`config.mk`:
```
export PLATFORM = sky130hd
export DESIGN_NAME = analog_comparator_edge_logic
export DESIGN_NICKNAME = d
export VERILOG_FILES = /design/src/acmp_sync2.v /design/src/acmp_edge_flags.v /design/src/analog_comparator_edge_logic.v
export VERILOG_INCLUDE_DIRS = /design/src
export SDC_FILE = /design/constraint.sdc
export NUM_CORES = 1
export LEC_CHECK = 0
export BUFFER_PORTS_ARGS = -buffer_cell sky130_fd_sc_hd__buf_2
export CORE_UTILIZATION = 45
export CTS_CLUSTER_DIAMETER = 30
export DETAILED_ROUTE_END_ITERATION = 16
export PLACE_DENSITY = 0.76
export SLEW_MARGIN = 20
export SYNTH_ARGS = -nofsm -noshare
export SYNTH_HDL_FRONTEND = slang
export SYNTH_SLANG_ARGS = --single-unit
```
`constraint.sdc`:
```
create_clock -name clk_sys_i -period 1.45 [get_ports clk_sys_i]
set_input_delay 0.145 -clock clk_sys_i [delete_from_list [all_inputs] [get_ports clk_sys_i]]
set_output_delay 0.145 -clock clk_sys_i [all_outputs]
set_load 0.005 [all_outputs]
```
`src/acmp_defs.vh`:
```
// constants for the dual comparator control block: register offsets,
// field positions, reset values and widths
// assumes inclusion by the comparator design, checker and bench files
`ifndef ACMP_DEFS_VH
`define ACMP_DEFS_VH

// ***************************************************************
// register offsets
// ***************************************************************
`define ACMP_ADDR_W 4
`define ACMP_OFS_CTL_A 4'h0
`define ACMP_OFS_MODE_A 4'h1
`define ACMP_OFS_CTL_B 4'h2
`define ACMP_OFS_MODE_B 4'h3
`define ACMP_OFS_STATUS 4'h4
`define ACMP_OFS_CLEAR 4'h5
`define ACMP_OFS_IRQ_EN 4'h6

// ***************************************************************
// control register fields
// ***************************************************************
`define ACMP_CTL_EN_BIT 7
`define ACMP_CTL_OUT_BIT 6
`define ACMP_CTL_RISE_BIT 5
`define ACMP_CTL_FALL_BIT 4
`define ACMP_CTL_HYP_HI 3
`define ACMP_CTL_HYP_LO 2
`define ACMP_CTL_HYN_HI 1
`define ACMP_CTL_HYN_LO 0

// ***************************************************************
// mode register fields
// ***************************************************************
`define ACMP_MODE_RSVD_BIT 7
`define ACMP_MODE_RIE_BIT 5
`define ACMP_MODE_FIE_BIT 4
`define ACMP_MODE_MD_HI 1
`define ACMP_MODE_MD_LO 0

// ***************************************************************
// status, clear and interrupt enable fields
// ***************************************************************
`define ACMP_STAT_RISE_A_BIT 0
`define ACMP_STAT_FALL_A_BIT 1
`define ACMP_STAT_RISE_B_BIT 2
`define ACMP_STAT_FALL_B_BIT 3
`define ACMP_IEN_SRC_A_BIT 0
`define ACMP_IEN_SRC_B_BIT 1
`define ACMP_IEN_GLOBAL_BIT 7

// ***************************************************************
// reset values and encodings
// ***************************************************************
`define ACMP_RST_EN 1'b0
`define ACMP_RST_HYS 2'h0
`define ACMP_RST_EDGE_EN 1'b0
`define ACMP_RST_MD 2'h2
`define ACMP_RST_IEN 8'h00
`define ACMP_HYS_OFF 2'h0
`define ACMP_HYS_5MV 2'h1
`define ACMP_HYS_10MV 2'h2
`define ACMP_HYS_20MV 2'h3
`define ACMP_MD_FASTEST 2'h0
`define ACMP_MD_LOWEST_PWR 2'h3
`define ACMP_SYNC_RST 1'b0

`endif

```
`src/acmp_sync2.v`:
```
// two flip-flop synchroniser for a bus of independent level signals
// assumes each bit is a level that stays put for several clock periods
`timescale 1ns/1ps
`default_nettype none
`include "acmp_defs.vh"

module acmp_sync2 #(
    parameter WIDTH = 2
) (
    // clock and reset
    input wire clk_sys_i,
    input wire arst_n_i,
    // levels
    input wire [WIDTH-1:0] async_i,
    output wire [WIDTH-1:0] sync_o
);

    reg [WIDTH-1:0] meta_r;
    reg [WIDTH-1:0] sync_r;

    always @(posedge clk_sys_i or negedge arst_n_i) begin
        if (!arst_n_i) begin
            meta_r <= {WIDTH{`ACMP_SYNC_RST}};
            sync_r <= {WIDTH{`ACMP_SYNC_RST}};
        end else begin
            meta_r <= async_i;
            sync_r <= meta_r;
        end
    end

    assign sync_o = sync_r;

endmodule
`default_nettype wire

```
`src/acmp_edge_flags.v`:
```
// per comparator edge detector with sticky rising and falling flags
// assumes the input is already synchronised to clk_sys_i
`timescale 1ns/1ps
`default_nettype none
`include "acmp_defs.vh"

module acmp_edge_flags (
    // clock and reset
    input wire clk_sys_i,
    input wire arst_n_i,
    // synchronised comparator level
    input wire level_i,
    // software clears, one cycle each
    input wire clr_rise_i,
    input wire clr_fall_i,
    // state
    output wire latched_o,
    output wire rise_flag_o,
    output wire fall_flag_o
);

    reg prev_r;
    reg rise_r;
    reg fall_r;
    wire rise_evt;
    wire fall_evt;

    // current sample against the previous one, one event per transition
    assign rise_evt = level_i & ~prev_r;
    assign fall_evt = ~level_i & prev_r;

    always @(posedge clk_sys_i or negedge arst_n_i) begin
        if (!arst_n_i) begin
            prev_r <= 1'b0;
            rise_r <= 1'b0;
            fall_r <= 1'b0;
        end else begin
            prev_r <= level_i;
            // set wins over a clear in the same cycle; only software clears
            rise_r <= rise_evt | (rise_r & ~clr_rise_i);
            fall_r <= fall_evt | (fall_r & ~clr_fall_i);
        end
    end

    assign latched_o = prev_r;
    assign rise_flag_o = rise_r;
    assign fall_flag_o = fall_r;

endmodule
`default_nettype wire

```
`src/analog_comparator_edge_logic.v`:
```
// digital control around two identical analog voltage comparators
// assumes the analog cores report their decision as a level on
// cmp_decision_i and take enable, response mode and hysteresis settings
// from this block; the raw path does not need the clock
//
// What this block does
// - enabled comparator outputs high when positive input exceeds negative input.
// - a disabled comparator's output is forced low.
// - output is synchronised to the system clock, readable, interrupt source, pin.
// - an unsynchronised raw output feeds wake-up, reset and pins without clock.
// - rising and falling flags set on every edge of the gated output, regardless of interrupt enables.
// - edge flags stay set until software clears them.
// - separate rising and falling interrupt enables in each mode register.
// - interrupt needs edge enable, comparator source enable and global enable.
// - four response time modes per comparator, fastest to lowest power.
// - a disabled comparator is placed in low power shutdown.
// - positive hysteresis delays the rise by the programmed amount.
// - negative hysteresis delays the fall by the programmed amount.
// - separate control fields select 20, 10, 5 or 0 mV hysteresis.
// - both comparators share identical control, flag and output behaviour.
// - no comparisons until enable written high; enable low disables it.
// - negative hysteresis code 00 off, 01 5mV, 10 10mV, 11 20mV.
// - response mode code 00 fastest, through 11 slowest and lowest power.
`timescale 1ns/1ps
`default_nettype none
`include "acmp_defs.vh"

module analog_comparator_edge_logic #(
    parameter NUM_CMP = 2,
    parameter DATA_W = 8
) (
    // clock and reset
    input wire clk_sys_i,
    input wire arst_n_i,
    // register port
    input wire [`ACMP_ADDR_W-1:0] reg_addr_i,
    input wire [DATA_W-1:0] reg_wdata_i,
    input wire reg_wr_i,
    input wire reg_rd_i,
    output wire [DATA_W-1:0] reg_rdata_o,
    // analog core decisions, index 0 is comparator_a, index 1 comparator_b
    input wire [NUM_CMP-1:0] cmp_decision_i,
    // analog core settings
    output wire [NUM_CMP-1:0] comparator_enable_o,
    output wire [NUM_CMP-1:0] shutdown_o,
    output wire [2*NUM_CMP-1:0] response_mode_o,
    output wire [2*NUM_CMP-1:0] pos_hysteresis_sel_o,
    output wire [2*NUM_CMP-1:0] neg_hysteresis_sel_o,
    // comparator outputs
    output wire latched_output_a_o,
    output wire latched_output_b_o,
    output wire raw_output_a_o,
    output wire raw_output_b_o,
    // interrupt
    output wire irq_o
);

    // ***************************************************************
    // register state
    // ***************************************************************
    reg [NUM_CMP-1:0] en_r;
    reg [NUM_CMP-1:0] shutdown_r;
    reg [2*NUM_CMP-1:0] pos_hys_r;
    reg [2*NUM_CMP-1:0] neg_hys_r;
    reg [2*NUM_CMP-1:0] mode_r;
    reg [NUM_CMP-1:0] rise_ie_r;
    reg [NUM_CMP-1:0] fall_ie_r;
    reg [DATA_W-1:0] irq_en_r;
    reg [DATA_W-1:0] rdata_r;
    reg [DATA_W-1:0] rdata_nxt;
    reg irq_r;
    reg irq_nxt;

    wire [NUM_CMP-1:0] raw_gated;
    wire [NUM_CMP-1:0] sync_level;
    wire [NUM_CMP-1:0] latched;
    wire [NUM_CMP-1:0] rise_flag;
    wire [NUM_CMP-1:0] fall_flag;
    wire [NUM_CMP-1:0] clr_rise;
    wire [NUM_CMP-1:0] clr_fall;
    wire [NUM_CMP-1:0] src_en;
    wire clear_wr;

    // ***************************************************************
    // raw path
    // ***************************************************************
    // combinational on purpose: it must stay valid with the clock stopped
    assign raw_gated = cmp_decision_i & en_r;
    assign raw_output_a_o = raw_gated[0];
    assign raw_output_b_o = raw_gated[1];

    // ***************************************************************
    // synchronised path
    // ***************************************************************
    acmp_sync2 #(
        .WIDTH(NUM_CMP)
    ) u_sync (
        .clk_sys_i(clk_sys_i),
        .arst_n_i(arst_n_i),
        .async_i(raw_gated),
        .sync_o(sync_level)
    );

    assign clear_wr = reg_wr_i && (reg_addr_i == `ACMP_OFS_CLEAR);
    assign src_en[0] = irq_en_r[`ACMP_IEN_SRC_A_BIT];
    assign src_en[1] = irq_en_r[`ACMP_IEN_SRC_B_BIT];

    genvar ch;
    generate
        for (ch = 0; ch < NUM_CMP; ch = ch + 1) begin : g_cmp
            wire ctl_wr;
            wire mode_wr;

            assign ctl_wr = reg_wr_i && (reg_addr_i == `ACMP_OFS_CTL_A + 2 * ch);
            assign mode_wr = reg_wr_i && (reg_addr_i == `ACMP_OFS_MODE_A + 2 * ch);

            // flags clear by writing 0 to them in control, or 1 in clear
            assign clr_rise[ch] = (ctl_wr && !reg_wdata_i[`ACMP_CTL_RISE_BIT]) ||
                (clear_wr && reg_wdata_i[`ACMP_STAT_RISE_A_BIT + 2 * ch]);
            assign clr_fall[ch] = (ctl_wr && !reg_wdata_i[`ACMP_CTL_FALL_BIT]) ||
                (clear_wr && reg_wdata_i[`ACMP_STAT_FALL_A_BIT + 2 * ch]);

            // identical logic for both comparators
            acmp_edge_flags u_edge (
                .clk_sys_i(clk_sys_i),
                .arst_n_i(arst_n_i),
                .level_i(sync_level[ch]),
                .clr_rise_i(clr_rise[ch]),
                .clr_fall_i(clr_fall[ch]),
                .latched_o(latched[ch]),
                .rise_flag_o(rise_flag[ch]),
                .fall_flag_o(fall_flag[ch])
            );

            always @(posedge clk_sys_i or negedge arst_n_i) begin
                if (!arst_n_i) begin
                    en_r[ch] <= `ACMP_RST_EN;
                    shutdown_r[ch] <= ~`ACMP_RST_EN;
                    pos_hys_r[2*ch+1:2*ch] <= `ACMP_RST_HYS;
                    neg_hys_r[2*ch+1:2*ch] <= `ACMP_RST_HYS;
                    mode_r[2*ch+1:2*ch] <= `ACMP_RST_MD;
                    rise_ie_r[ch] <= `ACMP_RST_EDGE_EN;
                    fall_ie_r[ch] <= `ACMP_RST_EDGE_EN;
                end else begin
                    if (ctl_wr) begin
                        en_r[ch] <= reg_wdata_i[`ACMP_CTL_EN_BIT];
                        // own flop so the core's power request never glitches
                        shutdown_r[ch] <= ~reg_wdata_i[`ACMP_CTL_EN_BIT];
                        pos_hys_r[2*ch+1:2*ch] <=
                            reg_wdata_i[`ACMP_CTL_HYP_HI:`ACMP_CTL_HYP_LO];
                        neg_hys_r[2*ch+1:2*ch] <=
                            reg_wdata_i[`ACMP_CTL_HYN_HI:`ACMP_CTL_HYN_LO];
                    end
                    if (mode_wr) begin
                        rise_ie_r[ch] <= reg_wdata_i[`ACMP_MODE_RIE_BIT];
                        fall_ie_r[ch] <= reg_wdata_i[`ACMP_MODE_FIE_BIT];
                        mode_r[2*ch+1:2*ch] <=
                            reg_wdata_i[`ACMP_MODE_MD_HI:`ACMP_MODE_MD_LO];
                    end
                end
            end
        end
    endgenerate

    // ***************************************************************
    // analog core settings
    // ***************************************************************
    // codes pass unchanged: the core maps 00..11 to off/5/10/20 mV and to
    // fastest..lowest power, and applies the thresholds to its decision
    assign comparator_enable_o = en_r;
    assign shutdown_o = shutdown_r;
    assign response_mode_o = mode_r;
    assign pos_hysteresis_sel_o = pos_hys_r;
    assign neg_hysteresis_sel_o = neg_hys_r;

    assign latched_output_a_o = latched[0];
    assign latched_output_b_o = latched[1];

    // ***************************************************************
    // interrupt enable register and request
    // ***************************************************************
    always @(posedge clk_sys_i or negedge arst_n_i) begin
        if (!arst_n_i) begin
            irq_en_r <= `ACMP_RST_IEN;
        end else if (reg_wr_i && (reg_addr_i == `ACMP_OFS_IRQ_EN)) begin
            irq_en_r <= reg_wdata_i;
        end
    end

    always @* begin
        irq_nxt = irq_en_r[`ACMP_IEN_GLOBAL_BIT] &
            (|(((rise_flag & rise_ie_r) | (fall_flag & fall_ie_r)) & src_en));
    end

    always @(posedge clk_sys_i or negedge arst_n_i) begin
        if (!arst_n_i) begin
            irq_r <= 1'b0;
        end else begin
            irq_r <= irq_nxt;
        end
    end

    assign irq_o = irq_r;

    // ***************************************************************
    // read data, one cycle after the read strobe
    // ***************************************************************
    always @* begin
        rdata_nxt = {DATA_W{1'b0}};
        if (reg_rd_i) begin
            case (reg_addr_i)
                `ACMP_OFS_CTL_A, `ACMP_OFS_CTL_B: begin
                    rdata_nxt[`ACMP_CTL_EN_BIT] = en_r[reg_addr_i[1]];
                    rdata_nxt[`ACMP_CTL_OUT_BIT] = latched[reg_addr_i[1]];
                    rdata_nxt[`ACMP_CTL_RISE_BIT] = rise_flag[reg_addr_i[1]];
                    rdata_nxt[`ACMP_CTL_FALL_BIT] = fall_flag[reg_addr_i[1]];
                    rdata_nxt[`ACMP_CTL_HYP_HI:`ACMP_CTL_HYP_LO] =
                        pos_hys_r[2*reg_addr_i[1] +: 2];
                    rdata_nxt[`ACMP_CTL_HYN_HI:`ACMP_CTL_HYN_LO] =
                        neg_hys_r[2*reg_addr_i[1] +: 2];
                end
                `ACMP_OFS_MODE_A, `ACMP_OFS_MODE_B: begin
                    rdata_nxt[`ACMP_MODE_RSVD_BIT] = 1'b1;
                    rdata_nxt[`ACMP_MODE_RIE_BIT] = rise_ie_r[reg_addr_i[1]];
                    rdata_nxt[`ACMP_MODE_FIE_BIT] = fall_ie_r[reg_addr_i[1]];
                    rdata_nxt[`ACMP_MODE_MD_HI:`ACMP_MODE_MD_LO] =
                        mode_r[2*reg_addr_i[1] +: 2];
                end
                `ACMP_OFS_STATUS: begin
                    rdata_nxt[`ACMP_STAT_RISE_A_BIT] = rise_flag[0];
                    rdata_nxt[`ACMP_STAT_FALL_A_BIT] = fall_flag[0];
                    rdata_nxt[`ACMP_STAT_RISE_B_BIT] = rise_flag[1];
                    rdata_nxt[`ACMP_STAT_FALL_B_BIT] = fall_flag[1];
                end
                `ACMP_OFS_IRQ_EN: begin
                    rdata_nxt = irq_en_r;
                end
                default: begin
                    rdata_nxt = {DATA_W{1'b0}};
                end
            endcase
        end
    end

    always @(posedge clk_sys_i or negedge arst_n_i) begin
        if (!arst_n_i) begin
            rdata_r <= {DATA_W{1'b0}};
        end else begin
            rdata_r <= rdata_nxt;
        end
    end

    assign reg_rdata_o = rdata_r;

endmodule
`default_nettype wire

```
==> qor.yml <==
global_routing:
  grt_pass1_wl_mm: 7.30
  first_global_vias: 1415
  overflow: 0
  grt_use_total: 0.198
  grt_max_degree: 31
  grt_antenna_before_repair: 0
clock_network:
  cts_max_level: 2
  cts.clk_slew.worst_paths_ns: 0.09
  insertion_delay_ns: 0.31
  cts_sinks: 47
  tritoncts: "done"
  clock-root-buffer: "clkbuf_8"
  post_cts_resized: 0
  cts_setup_buffers: 0
  cts_hold_buf: 1
  cts_buffer_depth: 2
  cts_inserted_buffers: 5
timing:
  slew_violations: 0
  hold_viol_final: 0
  finalSetupViolCount: 0
  tightestPinTransition_ns: 0.428
  timing.final.ws_setup_ns: 0.284
  post-route-period-util: 0.804
  post-route-min-period_ns: 1.17
  max_freq_ghz: 0.857
  tns_ns: 0
  rsz0062_at_grt: "no"
  maxSlewHeadroom: 0.715
  skew_ns: 0.00733
die:
  pin_count: 47
  die_h_um: 69.8
  start_util: 0.472
  design.core.area_um2: 4380
  die_width_um: 69.8
  std_cell_rows: 24
  dieArea_um2: 4880
placement:
  dp_hpwl_mm: 3.26
  dp_slack_ns: 0.0694
  port_buffers: 46
  dpl-instance-area_um2: 2430
  gp_congestion: 0.810
power_and_ir_drop:
  vdd_drop_max_uv: 784
  power_density_nw_per_um2: 1280
  power_leakage_nw: 1.18
  p_total_mw: 3.23
yosys:
  synthesis.area_um2: 2070
  ys.flop_type: "dfrtp_1"
  ys_ff_latch: 47
  synth_cell_type_count: 31
  synthArstFlopShare: 1.00
  syn-instance-count: 151
  yosysWarnings: 0
  syn_area_per_cell_um2: 13.7
  syn-num-nets: 169
  synth.yosys.seq_area_share: 0.570
  synth_edf_count: 0
critical_path:
  start_kind: "flop"
  timing.critical_path.buf_inv: 0
  worstPathRequired_ns: 1.65
  end_kind: "flop"
  slowest_stage: "mux4_2"
  critPathMaxStageDelay_ns: 0.50
  critical-path-top-delay-family: "multiplexers"
  arrival_ns: 1.36
  critPathKind: "reg2reg"
  path_cells: "mux4_2 > o2bb2ai_1"
  crit_fanout: 3
detailed_routing:
  dr_wl_met2_mm: 2.08
  dr.max_layer_used: "met4"
  vias: 1424
  dr.pass1.iters: 4
  wl_met3_um: 238
  wl_met1_mm: 1.97
  route.detailed.drc: 0
  routed_wl_mm: 4.33
  post_drt_wl_per_cell_um: 16.5
  drt-vias-per-instance: 5.44
  drt_iter0_markers: 98
  drtAntennaViolNets: 0
cells_and_area:
  drive_gt1_frac: 0.505
  fillCellCount: 376
  antenna_cells: 0
  regArea_um2: 1180
  fin_area_um2: 2530
  final_util: 0.576
  area_growth_pct: 22.1
  fin_nets: 227
  multi_input_area_um2: 835
flow_run:
  maxCapViolCount: 0
min_path:
  hp-class: "in2reg"
run_status:
  outcome: "finished clean"
## area by class of cell
type                            count  share of cell area
Clock buffer                        5              0.0272
Timing Repair Buffer               58               0.133
Tap cell                           52              0.0257
Sequential cell                    47               0.467
Inverter                            6             0.00891
Clock inverter                      3             0.00792
Multi-Input combinational cell     91               0.330
## worst reg2reg max path, cell delays in order, from the launching register on
cell and delay [ns]:
dfrtp_1 0.40, mux4_2 0.51, o2bb2ai_1 0.15
## routing by layer
layer  GRT usage  up-vias
li1            -      662
met1       0.269      703
met2       0.309       52
met3      0.0640        7
met4      0.0467        0
met5           0        -
## cell usage after synthesis, drive strengths merged (3+ instances only)
master / count / area, um^2
nand2b: 3 / 18.8
or3b: 3 / 26.3
mux2: 30 / 338
inv: 6 / 22.5
o21ai: 3 / 15.0
dfstp: 4 / 105
buf: 5 / 25.0
nand2: 3 / 11.3
dfrtp: 43 / 1080
a21boi: 3 / 22.5
a32o: 4 / 40.0
nor2b: 6 / 37.5
mux4: 4 / 90.1
nand3: 4 / 20.0
nor2: 3 / 11.3
nor3b: 3 / 33.8
and2: 4 / 25.0
## through the flow
| step | std cells | hold WS, ns |
|---|---|---|
| after detailed placement | 253 | 0.107 |
| after global routing | 262 | 0.0559 |
| after floorplan | 151 | -0.151 |
| after global placement | 253 | 0.104 |
| after CTS | 262 | 0.0363 |
| final | 262 | 0.0434 |
## flip-flops by register name (all words and copies together) (netlist names)
register and cells:
comparator_enable_o 2, fall_ie_r 2, g_cmp.u_edge.fall_flag_o 2, g_cmp.u_edge.latched_o 2
g_cmp.u_edge.rise_flag_o 2, irq_en_r 8, irq_o 1, neg_hysteresis_sel_o 4
pos_hysteresis_sel_o 4, reg_rdata_o 8, response_mode_o 4, rise_ie_r 2
shutdown_o 2, u_sync.meta_r 2, u_sync.sync_o 2
## cell families (layout without fill, tap and decap cells)
family / after synthesis / count (layout) / synth area share
multiplexers: 36 / 36 / 0.216
buffers and inverters: 13 / 72 / 0.0266
flip-flops: 47 / 47 / 0.570
AO/OA/AOI/OAI: 20 / 20 / 0.0749
AND/OR/NAND/NOR: 35 / 35 / 0.112
## power breakdown
group | internal (mW) | leakage, nW | switching [mW] | total [mW]
combinational | 0.406 | 0.564 | 0.263 | 0.669
sequential | 1.58 | 0.577 | 0.186 | 1.76
clock | 0.336 | 0.0402 | 0.462 | 0.798
## placed cells by master, fill, tap and decap left out
cell,instances
a21boi_0,3
a21oi_1,2
a22o_1,2
a22oi_1,2
a32o_1,4
a32oi_1,2
and2_1,4
and3_1,1
and3b_1,1
and4bb_2,1
buf_12,1
buf_2,46
buf_4,10
clkbuf_8,5
clkinv_2,1
clkinvlp_4,2
dfrtp_1,43
dfstp_2,4
dlygate4sd3_1,1
inv_1,6
mux2_2,30
mux2i_1,2
mux4_2,4
nand2_1,3
nand2b_1,3
nand3_1,4
nand3b_1,2
nor2_1,3
nor2b_1,6
nor3_1,1
nor3b_1,2
nor3b_4,1
o21ai_0,3
o2bb2ai_1,2
or3b_1,2
or3b_2,1
## worst paths after layout
check / start / to / slack (ns) / depth (start not counted)
worst min register to register: u_sync.meta_r[0] / u_sync.sync_o[0] / 0.37 / 0
worst min-delay path: reg_wdata_i[7] / shutdown_o[1] / 0.04 / 2
max in group asynchronous: arst_n_i / u_sync.sync_o[0] / 0.66 / 3
worst max register to register: response_mode_o[2] / reg_rdata_o[0] / 0.28 / 2
min in group asynchronous: arst_n_i / u_sync.meta_r[1] / 0.30 / 2
worst max-delay path: response_mode_o[2] / reg_rdata_o[0] / 0.28 / 2
Note: power is estimated with default switching activity, not from simulation.
